==> config.mk <==
export PLATFORM = sky130hd
export DESIGN_NAME = dtp_core
export DESIGN_NICKNAME = d
export VERILOG_FILES = /design/src/core/dtp_pkg.sv /design/src/core/dtp_core.sv
export SDC_FILE = /design/constraint.sdc
export NUM_CORES = 2
export LEC_CHECK = 0
export BUFFER_PORTS_ARGS = -buffer_cell sky130_fd_sc_hd__buf_2
export CORE_MARGIN = 4
export CORE_UTILIZATION = 36
export DETAILED_ROUTE_END_ITERATION = 10
export SLEW_MARGIN = 20
export SYNTH_ARGS = -nofsm -noshare
export SYNTH_HDL_FRONTEND = slang
export SYNTH_SLANG_ARGS = --single-unit
==> constraint.sdc <==
create_clock -name clk -period 4.57 [get_ports clk]
set_clock_uncertainty 0.1 [all_clocks]
set_input_delay 0.914 -clock clk [delete_from_list [all_inputs] [get_ports clk]]
set_output_delay 0.914 -clock clk [all_outputs]
set_load 0.02 [all_outputs]
==> src/core/dtp_pkg.sv <==
// package: constants, register map and types of the trigger/filter block
package dtp_pkg;
  localparam int NPFT = 8;
  localparam int CLK_MHZ = 250;
  // register byte offsets
  localparam logic [5:0] A_CTRL = 6'h00;
  localparam logic [5:0] A_TIMING = 6'h04;
  localparam logic [5:0] A_DIVISOR = 6'h08;
  localparam logic [5:0] A_TRIG = 6'h0c;
  localparam logic [5:0] A_DELAY = 6'h10;
  localparam logic [5:0] A_TIME_LO = 6'h14;
  localparam logic [5:0] A_TIME_HI = 6'h18;
  localparam logic [5:0] A_FILT = 6'h1c;
  localparam logic [5:0] A_CUST_CLK = 6'h20;
  localparam logic [5:0] A_CUST_N = 6'h24;
  localparam logic [5:0] A_ROUTE = 6'h28;
  localparam logic [5:0] A_SAMPLES = 6'h2c;
  // reset values
  localparam logic [15:0] DIVISOR_RST = 16'h0019;
  localparam logic [15:0] CUST_NUM_RST = 16'h0001;
  localparam logic [15:0] CUST_DEN_RST = 16'h0001;
  localparam logic [15:0] CUST_N_RST = 16'h0005;
  // filter clocks as fractions of the 250 MHz chassis timebase
  localparam logic [15:0] FAST_NUM = 16'h0008; // 80 MHz = 8/25
  localparam logic [15:0] FAST_DEN = 16'h0019;
  localparam logic [15:0] SLOW_NUM = 16'h0001; // 100 kHz = 1/2500
  localparam logic [15:0] SLOW_DEN = 16'h09c4;
  // consecutive filter clock edges needed per setting
  localparam real SHORT_NS = 112.5;
  localparam real MEDIUM_NS = 6400.0;
  localparam real HIGH_NS = 2560000.0;
  localparam logic [15:0] N_SHORT = 16'(int'(SHORT_NS * 80.0 / 1000.0));
  localparam logic [15:0] N_MEDIUM = 16'(int'(MEDIUM_NS * 80.0 / 1000.0));
  localparam logic [15:0] N_HIGH = 16'(int'(HIGH_NS * 0.1 / 1000.0));
  // width of the output sample clock pulse in cycles
  localparam logic [3:0] SC_HIGH = 4'h2;
  typedef enum logic [1:0] {
    F_SHORT = 2'h0, F_MEDIUM = 2'h1, F_HIGH = 2'h2, F_CUSTOM = 2'h3
  } dtp_filt_t;
  typedef enum logic [1:0] {
    SC_ONBOARD = 2'h0, SC_EXT_TB = 2'h1, SC_PFT = 2'h2
  } dtp_sclk_t;
  typedef enum logic [2:0] {
    ST_NONE = 3'h0, ST_SOFT = 3'h1, ST_PFT = 3'h2, ST_AI_REF = 3'h3,
    ST_AI_START = 3'h4, ST_ANALOG = 3'h5, ST_INTERNAL = 3'h6, ST_TIME = 3'h7
  } dtp_start_t;
  typedef enum logic [1:0] {
    PS_NONE = 2'h0, PS_PFT = 2'h1, PS_INTERNAL = 2'h2, PS_ANALOG = 2'h3
  } dtp_pause_t;
  typedef enum logic [1:0] {
    S_IDLE = 2'h0, S_ARMED = 2'h1, S_DELAY = 2'h3, S_RUN = 2'h2
  } dtp_state_t;
endpackage

==> src/core/dtp_core.sv <==
// digital-output trigger and timing engine with terminal debounce filters
// Function
// - sample clock is a divided internal or external timebase, or a terminal edge
// - the sample-clock timebase is never driven out of the block
// - start on trigger if configured, otherwise on software start command
// - programmable delay from start trigger to first sample, internal clock
// - start source: software pulse, terminal, ai ref, ai start, internal
// - digital start edge selectable rising or falling, only that edge starts
// - analog start uses first configured edge of comparison event
// - start may be scheduled at an absolute time
// - start trigger routed to a terminal is an active-high pulse
// - pause blocks new samples; a sample in progress completes
// - onboard clock resumes at once when pause deasserts
// - other clocks resume at the next sample-clock edge after deassert
// - digital pause from terminal or internal, pausing level selectable
// - analog pause holds samples while comparison is at configured level
// - each terminal individually an input or output of timing
// - each terminal input has its own enabled debounce filter
// - level change passes after N consecutive matching filter clock samples
// - short: 80 MHz clock, passes 112.5 ns, rejects 100 ns
// - medium 80 MHz passes 6.4 us; high 100 kHz passes 2.56 ms
// - custom: user filter clock and pass width
// - all filters disabled after reset until software enables them
// - sample clock routable to any terminal, active high
// - filtering applies to sample clock, start and pause inputs
//
// Register access over Avalon-MM and the register addresses were left to the implementer.
`timescale 1ns/1ps
module dtp_core
  import dtp_pkg::*;
(
  input wire logic clk,
  input wire logic reset,
  input wire logic [5:0] avs_address,
  input wire logic avs_read,
  input wire logic avs_write,
  input wire logic [31:0] avs_writedata,
  input wire logic [3:0] avs_byteenable,
  output logic [31:0] avs_readdata,
  output logic avs_waitrequest,
  input wire logic [dtp_pkg::NPFT-1:0] pft_in,
  output logic [dtp_pkg::NPFT-1:0] pft_out,
  output logic [dtp_pkg::NPFT-1:0] pft_oe,
  input wire logic ext_timebase,
  input wire logic ai_ref_trigger,
  input wire logic ai_start_trigger,
  input wire logic analog_cmp_event,
  input wire logic internal_start,
  input wire logic internal_pause,
  input wire logic [63:0] time_now,
  output logic out_sample_clock,
  output logic out_start_trigger,
  output logic running
);
  import dtp_pkg::*;

  // ****************************************
  // functions
  // ****************************************
  function automatic logic [31:0] merge(input logic [31:0] old,
                                        input logic [31:0] wd,
                                        input logic [3:0] be);
    logic [31:0] r;
    r = old;
    for (int i = 0; i < 4; i++) begin
      if (be[i]) begin
        r[i*8 +: 8] = wd[i*8 +: 8];
      end
    end
    return r;
  endfunction

  function automatic logic edge_hit(input logic now, input logic prev,
                                    input logic falling);
    return falling ? (prev & ~now) : (now & ~prev);
  endfunction

  // ****************************************
  // register bus
  // ****************************************
  logic ack_q;
  logic [31:0] ctrl_q, timing_q, divisor_q, trig_q, delay_q;
  logic [31:0] time_lo_q, time_hi_q, filt_q, cust_clk_q, cust_n_q, route_q;
  logic [31:0] samples_q;
  logic [31:0] rdata_q;
  dtp_state_t state_q, state_d;
  wire acc_req = avs_read | avs_write;
  wire wr_go = avs_write & ~ack_q;
  wire wr_ctrl = wr_go && avs_address == A_CTRL;
  wire arm_cmd = wr_ctrl & avs_byteenable[0] & avs_writedata[0];
  wire stop_cmd = wr_ctrl & avs_byteenable[0] & avs_writedata[1];
  wire soft_pulse = wr_ctrl & avs_byteenable[0] & avs_writedata[2];
  assign avs_waitrequest = acc_req & ~ack_q;
  assign avs_readdata = rdata_q;

  logic [31:0] rd_mux;
  wire [31:0] status_word = {28'h0, running, 1'b0, state_q};
  always_comb begin
    if (avs_address == A_CTRL) begin
      rd_mux = status_word;
    end else if (avs_address == A_TIMING) begin
      rd_mux = timing_q;
    end else if (avs_address == A_DIVISOR) begin
      rd_mux = divisor_q;
    end else if (avs_address == A_TRIG) begin
      rd_mux = trig_q;
    end else if (avs_address == A_DELAY) begin
      rd_mux = delay_q;
    end else if (avs_address == A_TIME_LO) begin
      rd_mux = time_lo_q;
    end else if (avs_address == A_TIME_HI) begin
      rd_mux = time_hi_q;
    end else if (avs_address == A_FILT) begin
      rd_mux = filt_q;
    end else if (avs_address == A_CUST_CLK) begin
      rd_mux = cust_clk_q;
    end else if (avs_address == A_CUST_N) begin
      rd_mux = cust_n_q;
    end else if (avs_address == A_ROUTE) begin
      rd_mux = route_q;
    end else if (avs_address == A_SAMPLES) begin
      rd_mux = samples_q;
    end else begin
      rd_mux = 32'h0;
    end
  end

  always_ff @(posedge clk) begin
    if (reset) begin
      ack_q <= 1'b0;
      rdata_q <= 32'h0;
      timing_q <= 32'h0;
      divisor_q <= {16'h0, DIVISOR_RST};
      trig_q <= 32'h0;
      delay_q <= 32'h0;
      time_lo_q <= 32'h0;
      time_hi_q <= 32'h0;
      filt_q <= 32'h0;
      cust_clk_q <= {CUST_DEN_RST, CUST_NUM_RST};
      cust_n_q <= {16'h0, CUST_N_RST};
      route_q <= 32'h0;
    end else begin
      ack_q <= acc_req & ~ack_q;
      if (avs_read & ~ack_q) begin
        rdata_q <= rd_mux;
      end
      if (wr_go) begin
        if (avs_address == A_TIMING) begin
          timing_q <= merge(timing_q, avs_writedata, avs_byteenable);
        end else if (avs_address == A_DIVISOR) begin
          divisor_q <= merge(divisor_q, avs_writedata, avs_byteenable);
        end else if (avs_address == A_TRIG) begin
          trig_q <= merge(trig_q, avs_writedata, avs_byteenable);
        end else if (avs_address == A_DELAY) begin
          delay_q <= merge(delay_q, avs_writedata, avs_byteenable);
        end else if (avs_address == A_TIME_LO) begin
          time_lo_q <= merge(time_lo_q, avs_writedata, avs_byteenable);
        end else if (avs_address == A_TIME_HI) begin
          time_hi_q <= merge(time_hi_q, avs_writedata, avs_byteenable);
        end else if (avs_address == A_FILT) begin
          filt_q <= merge(filt_q, avs_writedata, avs_byteenable);
        end else if (avs_address == A_CUST_CLK) begin
          cust_clk_q <= merge(cust_clk_q, avs_writedata, avs_byteenable);
        end else if (avs_address == A_CUST_N) begin
          cust_n_q <= merge(cust_n_q, avs_writedata, avs_byteenable);
        end else if (avs_address == A_ROUTE) begin
          route_q <= merge(route_q, avs_writedata, avs_byteenable);
        end
      end
    end
  end

  // ****************************************
  // pin synchronisers
  // ****************************************
  localparam int NSYNC = NPFT + 4;
  logic [NSYNC-1:0] sync1_q, sync2_q;
  always_ff @(posedge clk) begin
    if (reset) begin
      sync1_q <= '0;
      sync2_q <= '0;
    end else begin
      sync1_q <= {analog_cmp_event, ai_start_trigger, ai_ref_trigger,
                  ext_timebase, pft_in};
      sync2_q <= sync1_q;
    end
  end
  wire [NPFT-1:0] pft_s = sync2_q[NPFT-1:0];
  wire tb_s = sync2_q[NPFT];
  wire ai_ref_s = sync2_q[NPFT+1];
  wire ai_start_s = sync2_q[NPFT+2];
  wire acmp_s = sync2_q[NPFT+3];

  // ****************************************
  // debounce filters
  // ****************************************
  wire [NPFT-1:0] filt_en = filt_q[NPFT-1:0];
  wire dtp_filt_t filt_set = dtp_filt_t'(filt_q[9:8]);
  wire [15:0] fc_num = filt_set == F_HIGH ? SLOW_NUM :
                       filt_set == F_CUSTOM ? cust_clk_q[15:0] : FAST_NUM;
  wire [15:0] fc_den = filt_set == F_HIGH ? SLOW_DEN :
                       filt_set == F_CUSTOM ? cust_clk_q[31:16] : FAST_DEN;
  wire [15:0] filt_n = filt_set == F_SHORT ? N_SHORT :
                       filt_set == F_MEDIUM ? N_MEDIUM :
                       filt_set == F_HIGH ? N_HIGH : cust_n_q[15:0];
  logic [15:0] facc_q;
  wire [16:0] facc_sum = {1'b0, facc_q} + {1'b0, fc_num};
  wire fclk_tick = facc_sum >= {1'b0, fc_den};
  logic [NPFT-1:0] passed_q;
  logic [15:0] fcnt_q [NPFT];
  always_ff @(posedge clk) begin
    if (reset) begin
      facc_q <= 16'h0;
      passed_q <= '0;
      for (int i = 0; i < NPFT; i++) begin
        fcnt_q[i] <= 16'h0;
      end
    end else begin
      facc_q <= fclk_tick ? 16'(facc_sum - {1'b0, fc_den}) : facc_sum[15:0];
      for (int i = 0; i < NPFT; i++) begin
        if (!filt_en[i]) begin
          passed_q[i] <= pft_s[i];
          fcnt_q[i] <= 16'h0;
        end else if (fclk_tick) begin
          if (pft_s[i] == passed_q[i]) begin
            fcnt_q[i] <= 16'h0;
          end else if (fcnt_q[i] + 16'h1 >= filt_n) begin
            passed_q[i] <= pft_s[i];
            fcnt_q[i] <= 16'h0;
          end else begin
            fcnt_q[i] <= fcnt_q[i] + 16'h1;
          end
        end
      end
    end
  end
  // filtered view feeds every terminal consumer
  wire [NPFT-1:0] pft_f = passed_q;

  // ****************************************
  // sample clock generation
  // ****************************************
  wire dtp_sclk_t sc_src = dtp_sclk_t'(timing_q[1:0]);
  wire [2:0] sc_pft = timing_q[6:4];
  wire onboard = sc_src == SC_ONBOARD;
  logic tb_prev_q, scp_prev_q, pause_prev_q;
  logic [15:0] div_q;
  logic [3:0] hi_q;
  // the timebase stays internal: no port carries it
  wire tb_tick = onboard ? 1'b1 : (tb_s & ~tb_prev_q);
  wire div_wrap = div_q + 16'h1 >= divisor_q[15:0];
  wire scp_now = pft_f[sc_pft];
  wire sc_tick = sc_src == SC_PFT ? (scp_now & ~scp_prev_q) :
                 (tb_tick & div_wrap);

  // ****************************************
  // start and pause selection
  // ****************************************
  wire dtp_start_t st_src = dtp_start_t'(trig_q[2:0]);
  wire st_fall = trig_q[3];
  wire [2:0] st_pft = trig_q[6:4];
  wire dtp_pause_t ps_src = dtp_pause_t'(trig_q[9:8]);
  wire ps_level = trig_q[10];
  wire [2:0] ps_pft = trig_q[14:12];
  logic st_prev_q;
  wire st_level = st_src == ST_PFT ? pft_f[st_pft] :
                  st_src == ST_AI_REF ? ai_ref_s :
                  st_src == ST_AI_START ? ai_start_s :
                  st_src == ST_ANALOG ? acmp_s :
                  internal_start;
  wire time_hit = time_now >= {time_hi_q, time_lo_q};
  wire trig_hit = st_src == ST_SOFT ? soft_pulse :
                  st_src == ST_TIME ? time_hit :
                  edge_hit(st_level, st_prev_q, st_fall);
  wire ps_in = ps_src == PS_PFT ? pft_f[ps_pft] :
               ps_src == PS_INTERNAL ? internal_pause : acmp_s;
  wire pause_act = ps_src != PS_NONE && ps_in == ps_level;
  // a fresh edge must follow deassertion for non-onboard clocks
  wire resume_ok = onboard | ~pause_prev_q;
  wire sample_fire = state_q == S_RUN && sc_tick && !pause_act && resume_ok;

  // ****************************************
  // generation state machine
  // ****************************************
  logic [31:0] dly_q;
  wire use_delay = sc_src != SC_PFT && delay_q != 32'h0;
  wire dtp_state_t go_state = use_delay ? S_DELAY : S_RUN;
  always_comb begin
    state_d = state_q;
    case (state_q)
      S_IDLE: begin
        if (arm_cmd) begin
          state_d = st_src == ST_NONE ? go_state : S_ARMED;
        end
      end
      S_ARMED: begin
        if (trig_hit) begin
          state_d = go_state;
        end
      end
      S_DELAY: begin
        if (dly_q + 32'h1 >= delay_q) begin
          state_d = S_RUN;
        end
      end
      S_RUN: begin
        state_d = S_RUN;
      end
      default: begin
        state_d = S_IDLE;
      end
    endcase
    if (stop_cmd) begin
      state_d = S_IDLE;
    end
  end

  wire start_event = (state_q == S_ARMED || state_q == S_IDLE) &&
                     (state_d == S_RUN || state_d == S_DELAY);
  logic start_pulse_q;
  always_ff @(posedge clk) begin
    if (reset) begin
      state_q <= S_IDLE;
      dly_q <= 32'h0;
      div_q <= 16'h0;
      hi_q <= 4'h0;
      tb_prev_q <= 1'b0;
      scp_prev_q <= 1'b0;
      st_prev_q <= 1'b0;
      pause_prev_q <= 1'b0;
      start_pulse_q <= 1'b0;
      samples_q <= 32'h0;
    end else begin
      state_q <= state_d;
      tb_prev_q <= tb_s;
      scp_prev_q <= scp_now;
      st_prev_q <= st_level;
      pause_prev_q <= pause_act;
      start_pulse_q <= start_event;
      dly_q <= state_q == S_DELAY ? dly_q + 32'h1 : 32'h0;
      if (state_q != S_RUN) begin
        div_q <= 16'h0;
      end else if (tb_tick && !(pause_act && onboard)) begin
        div_q <= div_wrap ? 16'h0 : div_q + 16'h1;
      end
      // a running pulse completes even when pause arrives
      if (sample_fire) begin
        hi_q <= SC_HIGH;
        samples_q <= samples_q + 32'h1;
      end else if (hi_q != 4'h0) begin
        hi_q <= hi_q - 4'h1;
      end
      if (arm_cmd && state_q == S_IDLE) begin
        samples_q <= 32'h0;
      end
    end
  end

  // ****************************************
  // outputs and terminal routing
  // ****************************************
  logic sclk_out_q;
  always_ff @(posedge clk) begin
    if (reset) begin
      sclk_out_q <= 1'b0;
    end else begin
      sclk_out_q <= sample_fire | (hi_q > 4'h1);
    end
  end
  assign out_sample_clock = sclk_out_q;
  assign out_start_trigger = start_pulse_q;
  assign running = state_q == S_RUN;
  // per terminal direction and source
  assign pft_oe = route_q[NPFT-1:0];
  always_comb begin
    for (int i = 0; i < NPFT; i++) begin
      pft_out[i] = route_q[8+i] ? start_pulse_q : sclk_out_q;
    end
  end
endmodule

==> flow_summary.ini <==
[drt]
drt-total-wl_um = 123000
postRouteAntennaNets = 0
drt_iter0_markers = 3389
avgRoutedWirePerCell_um = 21.8
drt_first_pass_iters = 7
viasPerCell = 5.64
drc = 0
vias = 31829

[timing]
fin_crit_sh = 1.00
setup_slack_ns = -0.00317
slew_viol_final = 0
worstMarginPinSlew_ns = 1.04
whs_ns = 0.346
finalCriticalPeriod_ns = 4.57
rsz0062_at_grt = yes
fmax_mhz = 219
slew_headroom = 0.309
finalHoldViolations = 0
setup_viol = 1

[power]
leakage_nw = 15.5
seqPwrFrac = 0.410
irDropWorstVdd_mv = 0.298
p_sw_mw = 3.88
p_clk_frac = 0.430
p_sw_frac = 0.278
p_comb_frac = 0.160
p_int_mw = 10.1
p_per_area_nw_per_um2 = 342

[finish]
area_growth_pct = 15.4
finalCoreUtilization = 0.420
fin_nets = 4708
largest_register_ffs = 128
final_cell_mix = 658 x nand2_1, 491 x dfxtp_1, 428 x a21oi_1
largest_register = fcnt_q
final_common_cell = nand2_1
drive_gt1_frac = 0.119

[worst_setup_path]
startpoint_type = register
path_cells = buf_8 -> and3_1 -> ha_4 -> buf_4 -> nor2b_2 -> o31a_1 -> buf_4 -> o21a_1 -> nor2_2 -> xnor2_2 -> ha_1 -> o21a_1 -> o311ai_4 -> a31o_2 -> o211ai_2 -> nor2_2 -> buf_4 -> buf_12 -> or4_4 -> nor2b_1
cp.required_ns = 4.95
crit_type = reg -> reg
cp_slowest_cell = or4_4
worstPathMaxFanout = 21
cpMostUsedCell = buf_4
max_stage_delay_ns = 0.54
endpoint_kind = register
crit_arrival_ns = 4.95

[floorplanning]
num_rows = 114
core_um2 = 97000
start_util = 0.364
die_h_um = 321
die_w_um = 321
io_pins = 176
die_area_um2 = 103000

[global_route]
grtUsageTotal = 0.229
grt_max_degree = 150
grt_overflow = 0
grt_pass1_wl_um = 183000
antenna_found_initial = 22
grt_pass1_vias = 29870

[clock_network]
htree_levels = 3
clockRootBuffer = clkbuf_16
clock_path_buffers = 3
cts.sinks = 621
clock_latency_ns = 0.63
cts_tree = built
cts.reportedPaths.clkPinSlew_ns = 0.06
cts_buffers = 73

[synthesis]
synth_warnings = 0
ys_types = 79
syn_area_um2 = 35300
yosysSeqAreaShare = 0.388
synth_area_per_cell_um2 = 8.52
ys_ff_latch = 621
syn-num-nets = 4556
async_reset_ff_frac = 0
synthFlopType = dfxtp_1
synth-edff-count = 128
syn_inst = 4147

[worst_hold_path]
min_path_type = reg -> reg

[outcome]
status = complete, but fails checks
violations = setup timing

[place]
place_hpwl_um = 89500
portBuffers = 175
gp_congestion = 0.912
post-place-ws_ns = -0.123

[job]
maxCapViolCount = 0
==> synth_stat cells, drive strengths merged (7+ instances only) <==
library cell | count | area share
and3 | 45 | 0.0080
a21oi | 431 | 0.061
o21ai | 155 | 0.022
nor2b | 193 | 0.034
o221ai | 30 | 0.0074
o311ai | 9 | 0.0027
a222oi | 9 | 0.0026
nor3 | 34 | 0.0048
mux2 | 12 | 0.0038
ha | 283 | 0.10
nand4 | 76 | 0.014
a31oi | 26 | 0.0046
and4 | 15 | 0.0037
a211oi | 48 | 0.010
nand2b | 17 | 0.0030
nand3b | 10 | 0.0021
o211ai | 22 | 0.0048
nor2 | 268 | 0.029
nand3 | 190 | 0.027
or3 | 16 | 0.0028
nand2 | 666 | 0.071
xor2 | 71 | 0.018
o2bb2ai | 7 | 0.0017
dfxtp | 493 | 0.28
clkbuf | 176 | 0.019
a22oi | 31 | 0.0066
buf | 42 | 0.0071
nor4 | 20 | 0.0037
a221oi | 27 | 0.0067
nor4bb | 7 | 0.0020
xnor2 | 121 | 0.030
a2111oi | 9 | 0.0022
o31ai | 17 | 0.0036
mux4 | 17 | 0.011
and2 | 14 | 0.0025
o21a | 16 | 0.0034
inv | 169 | 0.018
or4 | 20 | 0.0050
mux2i | 99 | 0.028
a21o | 32 | 0.0068
edfxtp | 128 | 0.11
a211o | 10 | 0.0025
==> path summary, 6_finish.rpt <==
check                   from       endpoint  slack, ns  cells past startpoint
setup / recovery   filt_q[8]  fcnt_q[1][39]     -0.003                     20
hold / removal    sync1_q[5]     sync2_q[5]       0.35                      1
setup reg to reg   filt_q[8]  fcnt_q[1][39]     -0.003                     20
hold reg to reg   sync1_q[5]     sync2_q[5]       0.35                      1
==> power groups by stage <==
stage / registers (mW) / logic, mW / clock network [mW]
CTS: 5.71 / 2.01 / 6.06
floorplan: 5.82 / 1.27 / 0
detailed placement: 5.83 / 1.91 / 0
finish: 5.72 / 2.24 / 5.99
global placement: 5.83 / 1.90 / 0
global route: 5.72 / 2.43 / 6.28
==> stage by stage <==
step	instances	power (mW)	instance area [um^2]	TNS [ns]
4_1_cts	5613	13.8	40400	-0.0000706
3_3_place_gp	5479	7.73	37800	-10.90
2_1_floorplan	4147	7.09	35400	0
6_report	5644	13.9	40800	-0.00317
3_5_place_dp	5479	7.74	37800	-15.75
5_1_grt	5631	14.4	40700	-40.54
==> layer usage <==
| layer | GRT usage | wire length, um | vias up |
|---|---|---|---|
| li1 | - | - | 15116 |
| met1 | 0.314 | 52900 | 15150 |
| met2 | 0.354 | 53700 | 1283 |
| met3 | 0.0495 | 11500 | 268 |
| met4 | 0.0889 | 5030 | 12 |
| met5 | 0 | 90 | - |
==> worst max-delay path, delay by kind of cell (launching register included) <==
family / cells / cell delay, ns
and+or+nand+nor: 6 / 1.28
xor gates and xnor gates: 1 / 0.10
adders and majority gates: 2 / 0.54
DFF: 1 / 0.37
AOI/OAI and AO/OA: 6 / 1.31
buffers and inverters: 5 / 0.72
==> kinds of logic after synthesis <==
logic type / synth area share
and+or+nand+nor: 0.216
AOI/OAI and AO/OA: 0.160
DFF: 0.388
buffers and inverters: 0.0439
adders and majority gates: 0.101
xor gates and xnor gates: 0.0476
muxes: 0.0427
==> final cells by class <==
type / count / area (um^2)
Multi-Input combinational cell: 3149 / 20500
Clock inverter: 28 / 329
Sequential cell: 621 / 13700
Fill cell: 9741 / 56200
Tap cell: 1276 / 1600
Inverter: 170 / 641
Timing Repair Buffer: 284 / 1810
Antenna cell: 14 / 35.0
Clock buffer: 102 / 2120
==> repair_timing <==
item                       in CTS  in global routing
setup endpoints to repair     246                288
cloned                          4                  8
hold buffers                    0                  0
resized for setup              18                 46
pin swaps                      13                 10
setup buffers                   0                  9
No activity file was read; power rests on OpenSTA's default activity.
